<file path="src/hw/mfpd_pkg.sv">
package mfpd_pkg;
  // Sample and coefficient widths
  localparam int IN_W = 8;
  localparam int COEF_W = 6;
  // Tap counts: baseline, least useful, largest supported
  localparam int TAPS = 6;
  localparam int MIN_TAPS = 5;
  localparam int MAX_TAPS = 8;
  // Coefficient index width
  localparam int IDX_W = $clog2(MAX_TAPS);
  // Accumulator width: full sum of MAX_TAPS products
  localparam int ACC_W = IN_W + COEF_W + $clog2(MAX_TAPS);
  // Input buffer depth
  localparam int FIFO_DEPTH = 8;
  // Samples per beam crossing
  localparam int SAMPLES_PER_BC = 2;
  // Sample rate and system clock rate, in kHz
  localparam int SAMPLE_RATE_KHZ = 15140;
  localparam int CLK_RATE_KHZ = 25000;
  // Least clock cycles between two samples, rounded down, at least one
  localparam int CLK_PER_SAMPLE = (CLK_RATE_KHZ / SAMPLE_RATE_KHZ < 1) ? 1 :
                                  CLK_RATE_KHZ / SAMPLE_RATE_KHZ;
  // Expected pulse shape, first sample first; reset coefficients derive from it
  localparam logic [COEF_W-1:0] PULSE_SHAPE [0:MAX_TAPS-1] = '{
    6'h06, 6'h1c, 6'h3f, 6'h33, 6'h1e, 6'h0c, 6'h04, 6'h01
  };

  // One ADC sample with its beam-crossing half
  typedef struct packed {
    logic [IN_W-1:0] adc;
    logic first_half;
  } mfpd_sample_t;

  // One result per beam crossing
  typedef struct packed {
    logic [ACC_W-1:0] energy;
    logic peak;
  } mfpd_bc_out_t;
endpackage

</file>
<file path="src/hw/mfpd_fifo.sv">
module mfpd_fifo #(
  parameter int WIDTH = 9,
  parameter int DEPTH = 8
) (
  // Clock and reset
  input wire logic clk,
  input wire logic rst,
  // Fill side
  input wire logic [WIDTH-1:0] wr_data,
  input wire logic wr_valid,
  output logic wr_ready,
  // Drain side
  output logic [WIDTH-1:0] rd_data,
  output logic rd_valid,
  input wire logic rd_ready
);
  localparam int PW = (DEPTH > 1) ? $clog2(DEPTH) : 1;

  // Storage, pointers and fill level
  logic [WIDTH-1:0] mem [0:DEPTH-1];
  logic [PW-1:0] wr_ptr_q;
  logic [PW-1:0] rd_ptr_q;
  logic [PW:0] count_q;
  logic push;
  logic pop;

  // Honest full and empty flags
  assign wr_ready = (count_q != (PW+1)'(DEPTH));
  assign rd_valid = (count_q != '0);
  assign push = wr_valid && wr_ready;
  assign pop = rd_valid && rd_ready;
  assign rd_data = mem[rd_ptr_q];

  // Pointer wrap at depth
  function automatic logic [PW-1:0] bump(input logic [PW-1:0] p);
    bump = (p == (PW)'(DEPTH - 1)) ? '0 : p + 1'b1;
  endfunction

  // Write storage
  always_ff @(posedge clk)
  begin
    if (push)
    begin
      mem[wr_ptr_q] <= wr_data;
    end
  end

  // Pointers and level
  always_ff @(posedge clk)
  begin
    if (rst)
    begin
      wr_ptr_q <= '0;
      rd_ptr_q <= '0;
      count_q <= '0;
    end
    else
    begin
      if (push)
        wr_ptr_q <= bump(wr_ptr_q);
      if (pop)
        rd_ptr_q <= bump(rd_ptr_q);
      if (push && !pop)
        count_q <= count_q + 1'b1;
      else if (pop && !push)
        count_q <= count_q - 1'b1;
    end
  end
endmodule

</file>
<file path="src/hw/mfpd_coef_store.sv">
module mfpd_coef_store #(
  parameter int TAPS = 6
) (
  // Clock and reset
  input wire logic clk,
  input wire logic rst,
  // Load port
  input wire logic wr_en,
  input wire logic [mfpd_pkg::IDX_W-1:0] wr_idx,
  input wire logic [mfpd_pkg::COEF_W-1:0] wr_data,
  // Coefficients to the datapath
  output logic [mfpd_pkg::COEF_W-1:0] coef [0:TAPS-1]
);
  // Loadable taps; reset fills the time-reversed pulse shape
  always_ff @(posedge clk)
  begin
    if (rst)
    begin
      for (int k = 0; k < TAPS; k++)
        coef[k] <= mfpd_pkg::PULSE_SHAPE[TAPS-1-k];
    end
    else if (wr_en && (int'(wr_idx) < TAPS))
    begin
      coef[wr_idx] <= wr_data;
    end
  end
endmodule

</file>
<file path="src/hw/mfpd_top.sv">
// Functional notes
// - Taps are the expected pulse reversed
// - Window is whole samples, sets taps, latency
// - Filter peak one window after input
// - Same total latency for every channel
// - Peak: k below k-1, k-1 above k-2
// - Peak stage adds exactly one sample
// - Zero unless peak, else filter value
// - Samples processed at twice crossing rate
// - 8-bit samples, six 6-bit taps, fixed point
// - At least five taps; eight costs one crossing
// - One output per beam crossing
module mfpd_top #(
  parameter int TAPS = mfpd_pkg::TAPS,
  parameter int FIFO_DEPTH = mfpd_pkg::FIFO_DEPTH
) (
  // Clock and reset
  input wire logic clk,
  input wire logic rst,
  // ADC sample stream
  input wire mfpd_pkg::mfpd_sample_t in_sample,
  input wire logic in_valid,
  output logic in_ready,
  // Tap coefficient load
  input wire logic coef_wr_en,
  input wire logic [mfpd_pkg::IDX_W-1:0] coef_wr_idx,
  input wire logic [mfpd_pkg::COEF_W-1:0] coef_wr_data,
  // Beam-crossing result stream
  output mfpd_pkg::mfpd_bc_out_t bc_out,
  output logic bc_valid,
  input wire logic bc_ready
);
  // Local copies of widths for casts
  localparam int AW = mfpd_pkg::ACC_W;
  localparam int IW = mfpd_pkg::IN_W;
  localparam int CW = mfpd_pkg::COEF_W;
  localparam int SW = $bits(mfpd_pkg::mfpd_sample_t);
  // Padding that equalises latency to the largest window
  localparam int PAD = mfpd_pkg::MAX_TAPS - TAPS;
  // Largest possible filter value
  localparam logic [AW-1:0] ACC_MAX = AW'(TAPS * (2**IW - 1) * (2**CW - 1));

  // Buffered sample stream
  mfpd_pkg::mfpd_sample_t fifo_sample;
  logic [SW-1:0] fifo_bits;
  logic fifo_valid;
  // One step of the whole pipeline
  logic adv;
  // Taps from the loadable store
  logic [CW-1:0] coef [0:TAPS-1];
  // Sample window, newest first
  logic [IW-1:0] win_q [0:TAPS-1];
  logic [IW-1:0] win_d [0:TAPS-1];
  // Filter sum for the incoming step
  logic [AW-1:0] acc_d;
  // Filter output and its half flag
  logic [AW-1:0] filt_q;
  logic filt_ph_q;
  // Padded filter output
  logic [AW-1:0] tail;
  logic tail_ph;
  // Two previous filter values for the peak test
  logic [AW-1:0] f1_q;
  logic [AW-1:0] f2_q;
  logic f1_ph_q;
  // Peak test result
  logic peak_now;
  logic [AW-1:0] peak_val;
  // First-half result held for pairing
  logic [AW-1:0] hold_q;
  // Emit one result per crossing
  logic emit;

  // Input buffer; its ready is the block's ready
  mfpd_fifo #(
    .WIDTH(SW),
    .DEPTH(FIFO_DEPTH)
  ) u_fifo (
    .clk(clk),
    .rst(rst),
    .wr_data(in_sample),
    .wr_valid(in_valid),
    .wr_ready(in_ready),
    .rd_data(fifo_bits),
    .rd_valid(fifo_valid),
    .rd_ready(adv)
  );
  assign fifo_sample = mfpd_pkg::mfpd_sample_t'(fifo_bits);

  // Tap storage
  mfpd_coef_store #(
    .TAPS(TAPS)
  ) u_coef (
    .clk(clk),
    .rst(rst),
    .wr_en(coef_wr_en),
    .wr_idx(coef_wr_idx),
    .wr_data(coef_wr_data),
    .coef(coef)
  );

  // Step when a sample waits and the result slot can take a value
  assign adv = fifo_valid && (!bc_valid || bc_ready);

  // Next window: new sample in front, oldest falls out
  always_comb
  begin
    win_d[0] = fifo_sample.adc;
    for (int k = 1; k < TAPS; k++)
    begin
      win_d[k] = win_q[k-1];
    end
  end

  // Unsigned fixed-point multiply-accumulate over the window
  always_comb
  begin
    acc_d = '0;
    for (int k = 0; k < TAPS; k++)
    begin
      acc_d = acc_d + AW'(win_d[k]) * AW'(coef[k]);
    end
  end

  // Window shift register
  always_ff @(posedge clk)
  begin
    if (rst)
    begin
      for (int k = 0; k < TAPS; k++)
        win_q[k] <= '0;
    end
    else if (adv)
    begin
      win_q <= win_d;
    end
  end

  // Filter output register, one step per sample
  always_ff @(posedge clk)
  begin
    if (rst)
    begin
      filt_q <= '0;
      filt_ph_q <= 1'b0;
    end
    else if (adv)
    begin
      filt_q <= acc_d;
      filt_ph_q <= fifo_sample.first_half;
    end
  end

  // Latency padding up to the largest window
  generate
    if (PAD == 0)
    begin : g_nopad
      // Largest window: no padding
      assign tail = filt_q;
      assign tail_ph = filt_ph_q;
    end
    else
    begin : g_pad
      // Delay line of PAD samples
      logic [AW-1:0] pad_q [0:PAD-1];
      logic pad_ph_q [0:PAD-1];
      // Phase flags reset to the alternating pattern run backwards, so that
      // tap counts with even padding (six, eight) emit on the same steps after reset
      always_ff @(posedge clk)
      begin
        if (rst)
        begin
          for (int i = 0; i < PAD; i++)
          begin
            pad_q[i] <= '0;
            pad_ph_q[i] <= ((i % 2) == 0);
          end
        end
        else if (adv)
        begin
          pad_q[0] <= filt_q;
          pad_ph_q[0] <= filt_ph_q;
          for (int i = 1; i < PAD; i++)
          begin
            pad_q[i] <= pad_q[i-1];
            pad_ph_q[i] <= pad_ph_q[i-1];
          end
        end
      end
      assign tail = pad_q[PAD-1];
      assign tail_ph = pad_ph_q[PAD-1];
    end
  endgenerate

  // Previous two filter values
  always_ff @(posedge clk)
  begin
    if (rst)
    begin
      f1_q <= '0;
      f2_q <= '0;
      // Continues the backward phase pattern behind the padding
      f1_ph_q <= ((PAD % 2) == 0);
    end
    else if (adv)
    begin
      f1_q <= tail;
      f2_q <= f1_q;
      f1_ph_q <= tail_ph;
    end
  end

  // Three-point strict peak test on the middle value
  assign peak_now = (tail < f1_q) && (f1_q > f2_q);
  // Zero when no peak, else the filter value
  assign peak_val = peak_now ? f1_q : '0;

  // Result goes out once, on the second half of a crossing
  assign emit = adv && !f1_ph_q;

  // First-half result waits for its partner
  always_ff @(posedge clk)
  begin
    if (rst)
    begin
      hold_q <= '0;
    end
    else if (adv && f1_ph_q)
    begin
      hold_q <= peak_val;
    end
    else if (emit)
    begin
      hold_q <= '0;
    end
  end

  // Result register; two strict peaks cannot share a crossing
  always_ff @(posedge clk)
  begin
    if (rst)
    begin
      bc_out <= '0;
    end
    else if (emit)
    begin
      bc_out.energy <= hold_q | peak_val;
      bc_out.peak <= ((hold_q | peak_val) != '0);
    end
  end

  // Result valid flag
  always_ff @(posedge clk)
  begin
    if (rst)
    begin
      bc_valid <= 1'b0;
    end
    else if (emit)
    begin
      bc_valid <= 1'b1;
    end
    else if (bc_ready)
    begin
      bc_valid <= 1'b0;
    end
  end
endmodule

</file>
<file path="config.mk">
export PLATFORM = sky130hd
export DESIGN_NAME = mfpd_top
export DESIGN_NICKNAME = d
export VERILOG_FILES = /design/src/hw/mfpd_pkg.sv /design/src/hw/mfpd_fifo.sv /design/src/hw/mfpd_coef_store.sv /design/src/hw/mfpd_top.sv
export SDC_FILE = /design/constraint.sdc
export NUM_CORES = 1
export LEC_CHECK = 0
export BUFFER_PORTS_ARGS = -buffer_cell sky130_fd_sc_hd__clkbuf_2
export CORE_MARGIN = 2
export CORE_UTILIZATION = 25
export DETAILED_ROUTE_END_ITERATION = 8
export PLACE_DENSITY = 0.38
export SYNTH_ARGS = -nofsm -noshare
export SYNTH_HDL_FRONTEND = slang
export SYNTH_SLANG_ARGS = --single-unit
</file>
<file path="constraint.sdc">
create_clock -name clk -period 21.1 [get_ports clk]
set_input_delay 1.055 -clock clk [delete_from_list [all_inputs] [get_ports clk]]
set_output_delay 1.055 -clock clk [all_outputs]
set_load 0.03 [all_outputs]
</file>
## Yosys cells after proc, flatten, opt, wreduce, memory -nomap -nowiden

Memory sizes are Yosys's and may differ from the RTL's. A register that Yosys moved wholly into a read port is not among the register bits.
Cells that the tools add are included.
Widths: inputs -> output; s select.

| storage, ports and cells | value |
|---|---|
| register bits | 174 |
| memory bits (writable) | 108 |
| input port bits | 23 |
| output and inout bits | 20 |
| memories kept | 3 |

Memories:

| memory | depth | bits a word | read ports | clocked after memory_dff | write ports | line | text |
|---|---|---|---|---|---|---|---|
| u_fifo.mem | 8 | 9 | 1 | 1 | 1 | mfpd_fifo.sv:20 | `logic [WIDTH-1:0] mem [0:DEPTH-1];` |
| g_pad.pad_q | 2 | 17 | 2 | 0 | 2 | mfpd_top.sv:165 | `logic [AW-1:0] pad_q [0:PAD-1];` |
| g_pad.pad_ph_q | 2 | 1 | 2 | 1 | 2 | mfpd_top.sv:166 | `logic pad_ph_q [0:PAD-1];` |

| operators by class | value |
|---|---|
| $add $sub $neg | 9 |
| $mul | 6 |
| magnitude comparators | 5 |
| eq/ne operators | 3 |
| multiplexer cells | 25 |
| bitwise operators | 6 |
| reduce and logical (&&, ||, !) cells | 20 |

Operators by type and width:

| operator | count |
|---|---|
| $mux 17 | 5 |
| $mul 8x6->14 | 6 |
| $bwmux 36 | 1 |
| $add 17x14->17 | 2 |
| $demux 6 s3 | 1 |
| $add 16x14->17 | 1 |
| $gt 17x17->1 | 1 |
| $lt 17x17->1 | 1 |
| $or 17x17->17 | 1 |
| $reduce_bool 17->1 | 1 |
| $add 15x14->16 | 1 |
| $add 14x14->15 | 1 |
| $mux 3 | 4 |
| $mux 1 | 11 |
| $logic_and 1x1->1 | 10 |
| $mux 4 | 2 |
| $add 3x1->3 const B | 2 |
| $eq 3x3->1 const B | 2 |
| $mux 6 | 1 |
| $reduce_bool 2->1 | 3 |
| $add 4x1->4 const B | 1 |
| $ge 4x4->1 const B | 1 |
| $logic_not 1->1 | 4 |
| $lt 4x1->1 const B | 1 |
| 7 further kinds | 10 |

## Logic depth before layout (Yosys ltp)

Gate-level depths: netlist of run 1.

| depth | value |
|---|---|
| depth in word-level cells | 7 |
| depth in mapped cells | 27 |
| gate-level depth less buffers | 25 |

## By module

From an unflattened synthesis of run 1, not the netlist that was laid out.

| unflattened totals | value |
|---|---|
| cells, all modules | 2122 |
| area total of the unflattened synthesis | 21693.3 um2 |

Modules (own cells, without submodules):

| module | times used | cells an instance | area each (um2) | sequential area each (um2) |
|---|---|---|---|---|
| mfpd_top | 1 | 1805 | 16814.9 | 3663.5 |
| mfpd_fifo | 1 | 179 | 3430.8 | 2422.3 |
| mfpd_coef_store | 1 | 138 | 1447.6 | 720.7 |

## Worst setup path after synthesis of run 1

OpenSTA, ideal clock, no wires.

| timing path | value |
|---|---|
| path type | register to register |
| from | register (tool-made name) |
| to | register filt_q[16] |
| data arrival time | 7339 ps |
| slack | 13644 ps |
| cell stages (with the launch flop) | 25 |
| buffers on the path | 2 |
| clock period less this slack | 7456 ps |
| cells stage by stage | dfxtp_1 buf_2 buf_2 mux4_2 mux2i_1 nor2b_1 fa_1 inv_1 fa_1 fa_1 fa_1 inv_1 fa_1 inv_1 fa_1 fa_1 fa_1 inv_1 ha_1 o21ai_0 o21ai_0 a31oi_1 a21oi_1 xnor2_1 a22o_1 |

RTL lines:

| what | line | text |
|---|---|---|
| to (signal assigned) | mfpd_top.sv:144 | `filt_q <= '0;` |
| to (signal assigned) | mfpd_top.sv:149 | `filt_q <= acc_d;` |
| to (decl) | mfpd_top.sv:57 | `logic [AW-1:0] filt_q;` |

==> results of run 1 <==
-- layout make-up --
| type | count | share of cell area (%) |
|---|---|---|
| multi-input combinational | 1342 | 53.03 |
| sequential | 286 | 28.79 |
| inverter | 363 | 5.769 |
| tap | 1080 | 5.716 |
| clock buffer | 57 | 4.536 |
| timing repair buffer | 57 | 1.392 |
| clock inverter | 11 | 0.7622 |
-- through the flow --
step,worst slack [ns],hold slack [ns],cells
floorplan,13.64,0.4273,2065
finish,13.02,0.4464,3196
global route,12.53,0.4666,3196
global placement,13.07,0.4370,3128
detailed placement,12.92,0.4399,3128
CTS,12.91,0.4474,3196
-- sequential cells by signal, summed over array words and instances, names as in the netlist, 17 cells and up, named ones only --
| name | cells |
|---|---|
| u_coef.coef | 36 |
| f1_q | 17 |
| bc_out | 18 |
| u_fifo.mem | 72 |
| f2_q | 17 |
| hold_q | 17 |
| win_d | 40 |
| g_pad.pad_q | 34 |
| filt_q | 17 |
-- cells in the mapped netlist, types with 11 or more instances --
library cell,number
a211o_1,17
fa_1,260
mux2i_1,47
clkbuf_1,62
o21ai_0,18
and2_1,180
dfxtp_1,178
nand2_1,284
a211oi_1,14
edfxtp_1,108
a21oi_1,122
nor2b_1,36
a22o_1,20
ha_1,140
nand2b_1,30
nor2_1,49
inv_1,362
nor3_1,14
nand4_1,22
xnor2_1,11
mux4_2,18
-- metal layers --
layer	share of wire, %	vias up	routed length [um]
met4	1.8	0	1029
met3	2.5	52	1430
met5	0	-	0
met2	49	159	27940
met1	47	7006	26980
li1	-	6615	-
-- logic make-up (layout without fill, tap and decap cells) --
family,Yosys count,count (layout)
xor gates and xnor gates,13,13
buffers and inverters,437,488
muxes,66,66
DFF,286,286
AOI/OAI and AO/OA,213,213
and+or+nand+nor,650,650
adders and majority gates,400,400
-- worst register-to-register path, cell delays in order, from the launching register on --
cell	delay, ns
dfxtp_1	0.88
mux4_2	0.42
mux2i_1	0.57
nor2b_1	0.14
fa_1	0.50
inv_1	0.05
fa_1	0.49
fa_1	0.52
fa_1	0.54
inv_1	0.05
fa_1	0.50
inv_1	0.05
fa_1	0.56
fa_1	0.44
fa_1	0.50
inv_1	0.04
ha_1	0.35
o21ai_0	0.33
o21ai_0	0.20
a31oi_1	0.37
a21oi_1	0.15
xnor2_1	0.15
a22o_1	0.20
-- path summary, 6_finish.rpt --
path | from | end | slack, ns | cells after the start
setup / recovery | flip-flop | filt_q[16]$_SDFFE_PP0P_ | 13.02 | 22
hold reg to reg | filt_q[11]$_SDFFE_PP0P_ | filt_q[11]$_SDFFE_PP0P_ | 0.45 | 2
setup reg to reg | flip-flop | filt_q[16]$_SDFFE_PP0P_ | 13.02 | 22
hold / removal | filt_q[11]$_SDFFE_PP0P_ | filt_q[11]$_SDFFE_PP0P_ | 0.45 | 2
==> run metrics, run 1 <==
dpl hpwl between 40000 and 50000 um; min Tclk post-route 8.084 ns; Die Area 0.08630 mm^2; GRT Max-Usage Layer met2; core box area 0.08342 mm^2; hold_buf cts 0; crit path buf inv count 4; Worst path top cell family by delay adder cells; CTS H-tree lvls 2; Detail Route Antenna Nets 0; Main synth FF type dfxtp_1; Distinct cells, synth just under 50; Hold Vio Cnt, Final 0; Worst Max-Slew Pin Slew 1.150 ns; commonest non-fill, non-tap cell in the layout inv_1; Util after Layout between 20% and 30%; status complete, no violations; top post-synthesis cells by area fa_1 25%, dfxtp_1 17%, edfxtp_1 15%; commonest cells after routing, fill and taps aside 362 x inv_1, 284 x nand2_1, 260 x fa_1, 180 x and2_1, 178 x dfxtp_1; Synth async-reset ratio 0%; Reg clk slew, reported paths roughly 0.06 ns; Ys Warns 0; setup TNS 0 ns; slowest stage cell, crit path dfxtp_1; final wirelength 57380 um; Simple-Gate Fraction of Synth Area between 15 and 20%; Synth top area share about a quarter; largest net degree at the start of global routing 79; CTS-repair resized insts 0; #FFs+latches synth 286; FILL cells 8705; post-synth net total 2488; CTS max path bufs 3; Critical Path AT 8.54 ns; Final setup viols 0; crit end category flip-flop; setup repair bufs after CTS 0; RSZ-0062 raised after global routing false; DP Area 0.02239 mm^2; type of the tightest min-delay check reg -> reg; Die Ht 293.8 um; vias in the first global route 14890; Diodes inserted 0; critical path class reg -> reg; first-pass GRT wire length 90130 um; TritonCTS Sinks 286; FP Rows 106; die width about 290 um; layout cells sized above 1 6.522%; initial antenna violation count 0; Max FO, Critical Path 18; cell chain of the critical path mux4_2 > mux2i_1 > nor2b_1 > fa_1 > inv_1 > fa_1 > fa_1 > fa_1 > inv_1 > fa_1 > inv_1 > fa_1 > fa_1 > fa_1 > inv_1 > ha_1 > o21ai_0 > o21ai_0 > a31oi_1 > a21oi_1 > xnor2_1 > a22o_1; CTS Buf Count 37; Worst path max stage delay 0.88 ns; Syn Area/Cell 10.17 um^2; largest family of logic cells by synthesized area adder cells; CTS Root Cell clkbuf_16; Fmax 0.1237 GHz; initial core utilization 25.16%; Routed WL per cell 17.95 um; drt pass-1 iters 4; M3 GR Usage around 1.7%; area of the mapped netlist 0.02099 mm^2; GP Congestion 0.7808; Total Routing Usage GR 13.75%; met2 usage between 20% and 30%; multi-input combinational cell area 0.01254 mm^2; multiplexer share of the synthesized area 4.226%; DR vias/cell 4.328; Skew-Pair Late Insertion Delay 0.56 ns; count of pins over their slew limit 0; Cells after Synth 2065; GRT met1 Usage 18.33%; number of top-level pins 43; adder-cell share of the synthesized area about a third; fin nets ~2500; PortBufs 42; global route overflow 0; Residual DRC 0; Seq. cell area a little under 0.007 mm^2; Worst Path Required 21.56 ns; Layout area overhead 12.61%; Layout Skew roughly 0.03 ns; relative slew slack 23.16%; Compound-Gate Fraction of Synth Area between 6 and 7%; Post-synth EDFFs 108; CTS tree built; initial DRC count about 560; design area between 0.02 and 0.025 mm^2; Seq/Total Area, Yosys 32.43%; most used cell, CP fa_1; final period utilization about two fifths; XOR/XNOR share of the synthesized area less than 1%; via count 13830; Yosys top cell by area fa_1; CP Launch Type flip-flop; number of max-cap violations 0
Power of run 1 is left out: the tool's default activity adds up to more than one toggle a clock period on the data nets, which glitch-free logic cannot reach.
==> run 2: changes to the inputs <==
ABC_AREA = 1   (was default)
clock period = 7.98 ns   (was 21.1 ns; I/O delays follow)
==> run 2 against run 1 <==
Effect of this change: global-route usage is 0.48 points lower; hold slack worse by 0.33 ns; core utilization hardly changed; via count is 6.1% higher; cell count is 10% higher; area after synthesis is 0.29% lower; setup slack worse by 12 ns; fmax is 8.6% higher; clock skew is 0.0060 ns higher; critical path depth is 7 higher.
==> run metrics, run 2 <==
design area 0.02362 mm^2 (about the same); Worst path max stage delay 0.56 ns (-0.32 ns); DP Area 0.02234 mm^2 (-0.20%); dpl hpwl 44680 um (+1.3%); Residual DRC 0 (unchanged); RSZ-0062 raised after global routing false; initial antenna violation count 0 (unchanged); Seq. cell area 0.006808 mm^2 (about the same); count of pins over their slew limit 0 (unchanged); Syn Area/Cell 8.728 um^2 (-14%); Die Area 0.08605 mm^2 (-0.29%); max FFs per register 72 (unchanged); Yosys top cell by area fa_1; CTS Buf Count 37 (unchanged); layout cells sized above 1 5.224% (-1.3 points); Worst Path Required 8.41 ns (-13.15 ns); min Tclk post-route 7.443 ns (-0.6412 ns); top-count cell post-synth inv_1; setup TNS 0 ns (unchanged); vias in the first global route 15240 (+2.3%); FP Rows 106 (unchanged); CTS tree built; multi-input combinational cell area 0.01124 mm^2 (-10%); Main synth FF type dfxtp_1; Worst Max-Slew Pin Slew 1.091 ns (-0.05839 ns); slowest stage cell, crit path fa_1; Skew-Pair Late Insertion Delay 0.57 ns (about the same); Largest Register u_fifo.mem; global route overflow 0 (unchanged); initial DRC count 915 (+64%); Detail Route Antenna Nets 0 (unchanged); critical path class reg -> reg; initial core utilization 25.13% (-0.034 points); commonest cells after routing, fill and taps aside 682 x inv_1, 461 x nand2_1, 260 x fa_1, 177 x dfxtp_1, 154 x nor2_1; relative slew slack 27.23% (+4.1 points); fin nets 2844 (+13%); area of the mapped netlist 0.02093 mm^2 (-0.29%); Synth top area share 24.87% (+0.073 points); GP Congestion 0.8496 (+8.8%); Ys Warns 0 (unchanged); Fmax 0.1344 GHz (+8.6%); top post-synthesis cells by area fa_1 25%, dfxtp_1 17%, edfxtp_1 15%; via count 14680 (+6.1%); Critical Path AT 7.87 ns (-0.67 ns); DR vias/cell 4.157 (-3.9%); CTS Root Cell clkbuf_16; Seq/Total Area, Yosys 32.52% (+0.095 points); die width 293.3 um (-0.14%); crit end category flip-flop; Layout Skew 0.03532 ns (+0.005993 ns); Max FO, Critical Path 24 (+6); Cells after Synth 2398 (+16%); drt pass-1 iters 5 (+1); final period utilization 93.27% (+55 points); number of max-cap violations 0 (unchanged); post-synth net total 2821 (+13%); Hold Vio Cnt, Final 0 (unchanged); PortBufs 42 (unchanged); Synth async-reset ratio 0% (unchanged); Reg clk slew, reported paths 0.06 ns (about the same); #FFs+latches synth 286 (unchanged); final wirelength 55980 um (-2.4%); type of the tightest min-delay check in -> reg; Layout area overhead 12.85%; Total Routing Usage GR 13.27% (-0.48 points); CP Launch Type flip-flop; CTS H-tree lvls 2 (unchanged); Commonest cells post-synth 683 x inv_1, 461 x nand2_1, 260 x fa_1, 178 x dfxtp_1, 155 x nor2_1; CTS max path bufs 3 (unchanged); Diodes inserted 0 (unchanged); Fin Hold WS 0.1164 ns (-0.3300 ns); Distinct cells, synth 34 (-31%); Routed WL per cell 15.86 um (-12%); Final setup viols 0 (unchanged); core box area 0.08329 mm^2 (-0.16%); Post-synth EDFFs 108 (unchanged); first-pass GRT wire length 88440 um (-1.9%); FILL cells 8887 (+2.1%); TritonCTS Sinks 286 (unchanged); commonest non-fill, non-tap cell in the layout inv_1; largest net degree at the start of global routing 91 (+15%); Die Ht 293.3 um (-0.14%); number of top-level pins 43 (unchanged); most used cell, CP fa_1; status complete, no violations
[run 2: area by class of cell]
type / count / area share (%)
sequential: 286 / 28.82
tap: 1080 / 5.721
inverter: 686 / 10.92
clock buffer: 48 / 4.238
timing repair buffer: 61 / 1.547
clock inverter: 20 / 1.165
multi-input combinational: 1349 / 47.59
[run 2: worst paths after layout]
path                           start                      end  slack, ns  cells after the start
max                        flip-flop  filt_q[14]$_SDFFE_PP0P_       0.54                     29
min                         bc_ready    bc_valid$_SDFFE_PP0P_       0.12                      4
max reg2reg                flip-flop  filt_q[14]$_SDFFE_PP0P_       0.54                     29
min reg2reg  hold_q[15]$_SDFFE_PP0P_  hold_q[15]$_SDFFE_PP0P_       0.46                      2
[run 2: cells by family (layout without fill, tap and decap cells)]
kind of cell / after synthesis / count (layout) / share of synthesized area, %
simple gates: 662 / 662 / 12.22
buf+inv: 763 / 815 / 13.79
fa+ha+maj: 400 / 400 / 33.24
compound gates: 266 / 266 / 7.251
flops: 286 / 286 / 32.52
mux: 18 / 18 / 0.8608
xor+xnor: 3 / 3 / 0.1256
[run 2: worst max-delay path: cells and delay by family, from the launching register on]
family          cells  cell delay [ns]
compound gates      7             1.10
fa+ha+maj           9             4.42
simple gates        6             0.67
flops               1             0.43
buf+inv             6             0.47
mux                 1             0.23
[run 2: metal layers]
metal,vias up,wire length (um),global-route usage (%)
met2,221,26620,21.93
li1,7236,-,-
met4,0,1152,3.410
met1,7165,26330,18.28
met5,-,0,0
met3,53,1878,1.725
[run 2: through the flow]
stage / utilization (%) / std cells / setup slack [ns]
2_1_floorplan: - / 2398 / 0.9818
3_3_place_gp: 26.83 / 3462 / 0.5501
3_5_place_dp: 26.83 / 3462 / 0.4452
4_1_cts: 28.36 / 3530 / 0.4675
5_1_grt: 28.36 / 3530 / 0.02285
6_report: 28.36 / 3530 / 0.5370
[run 2: timing repair]
item / in CTS / in global routing
endpoints found under the setup margin: 0 / 1
buffers inserted: 0 / 0
hold buffers: 0 / 0
resized for setup: 0 / 1
Power of run 2 is left out for the same reason.
==> run 3: changes to the inputs <==
CELL_PAD_IN_SITES_DETAIL_PLACEMENT = 0   (was default)
CELL_PAD_IN_SITES_GLOBAL_PLACEMENT = 2   (was default)
PLACE_DENSITY = 0.54   (was 0.38)
==> run 3 against run 2 <==
Effect of this change: setup slack improved by 0.051 ns; global-route usage increased by 1.0 points; core utilization decreased by 0.081 points; flip-flop and latch count unchanged; non-clock buffer count increased by 8; fmax increased by 0.69%; critical path type unchanged; critical endpoint is now filt_q[15]$_SDFFE_PP0P_; highest routed layer unchanged.
==> run metrics, run 3 (synthesis gave the netlist of run 2 again) <==
Die Ht 293.3 um (unchanged); type of the tightest min-delay check in -> reg; layout cells sized above 1 5.495% (+0.27 points); relative slew slack 24.16% (-3.1 points); Metal-1 WL 27910 um (+6.0%); min Tclk post-route 7.392 ns (-0.05112 ns); CTS Buf Count 37 (unchanged); initial antenna violation count 1 (+1); PortBufs 42 (unchanged); count of pins over their slew limit 0 (unchanged); hold_buf cts 0 (unchanged); drt pass-1 iters 5 (unchanged); CTS tree built; CTS-repair resized insts 0 (unchanged); via count 14700 (+0.14%); dpl hpwl 47520 um (+6.4%); RSZ-0062 raised after global routing false; number of top-level pins 43 (unchanged); slowest stage cell, crit path fa_1; critical path class reg -> reg; Hold Vio Cnt, Final 0 (unchanged); Critical Path AT 7.82 ns (-0.05 ns); commonest non-fill, non-tap cell in the layout inv_1; vias in the first global route 15530 (+1.9%); Detail Route Antenna Nets 0 (unchanged); CTS H-tree lvls 2 (unchanged); met2 routed WL 28170 um (+5.8%); initial DRC count 925 (+1.1%); commonest cells after routing, fill and taps aside 682 x inv_1, 461 x nand2_1, 260 x fa_1, 178 x dfxtp_1, 154 x nor2_1; Final setup viols 0 (unchanged); Largest Register u_fifo.mem; number of max-cap violations 0 (unchanged); worst reg2reg path depth 30 (+3.4%); setup repair bufs after CTS 0 (unchanged); Total Routing Usage GR 14.29% (+1.0 points); most used cell, CP fa_1; Layout Skew 0.03444 ns (-0.0008785 ns); CTS Root Cell clkbuf_16; Residual DRC 0 (unchanged); CTS max path bufs 3 (unchanged); CP Launch Type flip-flop; Worst Path Required 8.41 ns (about the same); GP Congestion 0.8006 (-5.8%); Max FO, Critical Path 16 (-33%); crit end category flip-flop; DR vias/cell 4.153 (-0.11%); max FFs per register 72 (unchanged); TritonCTS Sinks 286 (unchanged); Reg clk slew, reported paths 0.06 ns (about the same); setup TNS 0 ns (unchanged); FP Rows 106 (unchanged); highest routed layer met4; final period utilization 92.63% (-0.64 points); metal3 WL 2523 um (+34%); status complete, no violations; core box area 0.08329 mm^2 (unchanged); Worst Max-Slew Pin Slew 1.133 ns (+0.04186 ns); WHS Path Cells 4 (unchanged); fin nets 2852 (+0.28%); first-pass GRT wire length 93560 um (+5.8%); FILL cells 8929 (+0.47%); Worst path max stage delay 0.56 ns (about the same); global route overflow 0 (unchanged); final wirelength 59410 um (+6.1%); largest net degree at the start of global routing 72 (-21%); initial core utilization 25.13% (unchanged); Skew-Pair Late Insertion Delay 0.57 ns (about the same); Fmax 0.1353 GHz (+0.69%); Layout area overhead 12.53%; Die Area 0.08605 mm^2 (unchanged); Routed WL per cell 16.79 um (+5.9%); die width 293.3 um (unchanged)
[run 3: cell count changes in the layout (fill, tap and decap cells not counted), moves of 3 or more]
cell       before  now
buf_4          18   27
bufinv_16       5    1
clkinv_1        6    3
clkinv_2        6   13
[run 3: layer usage]
| layer | track usage, % | up-vias |
|---|---|---|
| met1 | 19.66 | 7157 |
| met2 | 23.78 | 235 |
| met4 | 2.663 | 0 |
| met3 | 2.300 | 46 |
| li1 | - | 7258 |
| met5 | 0 | - |
[run 3: final timing paths]
| kind | from | end | slack [ns] |
|---|---|---|---|
| hold / removal | bc_ready | bc_valid$_SDFFE_PP0P_ | 0.12 |
| setup / recovery | flip-flop | filt_q[15]$_SDFFE_PP0P_ | 0.59 |
| setup reg to reg | flip-flop | filt_q[15]$_SDFFE_PP0P_ | 0.59 |
| hold reg to reg | bc_out[1]$_SDFFE_PP0P_ | bc_out[1]$_SDFFE_PP0P_ | 0.46 |
[run 3: worst max-delay path, delay by kind of cell, from the launching register on]
kind	cells	cell delay [ns]
and+or+nand+nor	5	0.42
AOI/OAI and AO/OA	7	1.03
adders and majority gates	9	4.40
buffers and inverters	8	0.77
muxes	1	0.25
DFF	1	0.40
[run 3: area by class of cell]
cell class | instances | area [um^2] | area share, %
multi-input combinational | 1349 | 11240 | 47.73
sequential | 286 | 6807 | 28.90
inverter | 686 | 2579 | 10.95
tap | 1080 | 1351 | 5.737
clock buffer | 48 | 987.2 | 4.191
timing repair buffer | 69 | 412.9 | 1.753
clock inverter | 19 | 170.2 | 0.7225
antenna | 2 | 5.005 | 0.02125
[run 3: stage by stage]
step	worst slack (ns)	hold WS (ns)	instance area, um^2	std cells	util, %
2_1_floorplan	0.9818	0.4290	20930	2398	-
3_3_place_gp	0.5855	0.4410	22390	3470	26.88
3_5_place_dp	0.5238	0.4489	22390	3470	26.88
4_1_cts	0.5224	0.07074	23550	3537	28.27
5_1_grt	0.08113	0.1219	23550	3537	28.27
6_report	0.5881	0.1151	23550	3539	28.28
Power of run 3 is left out for the same reason.
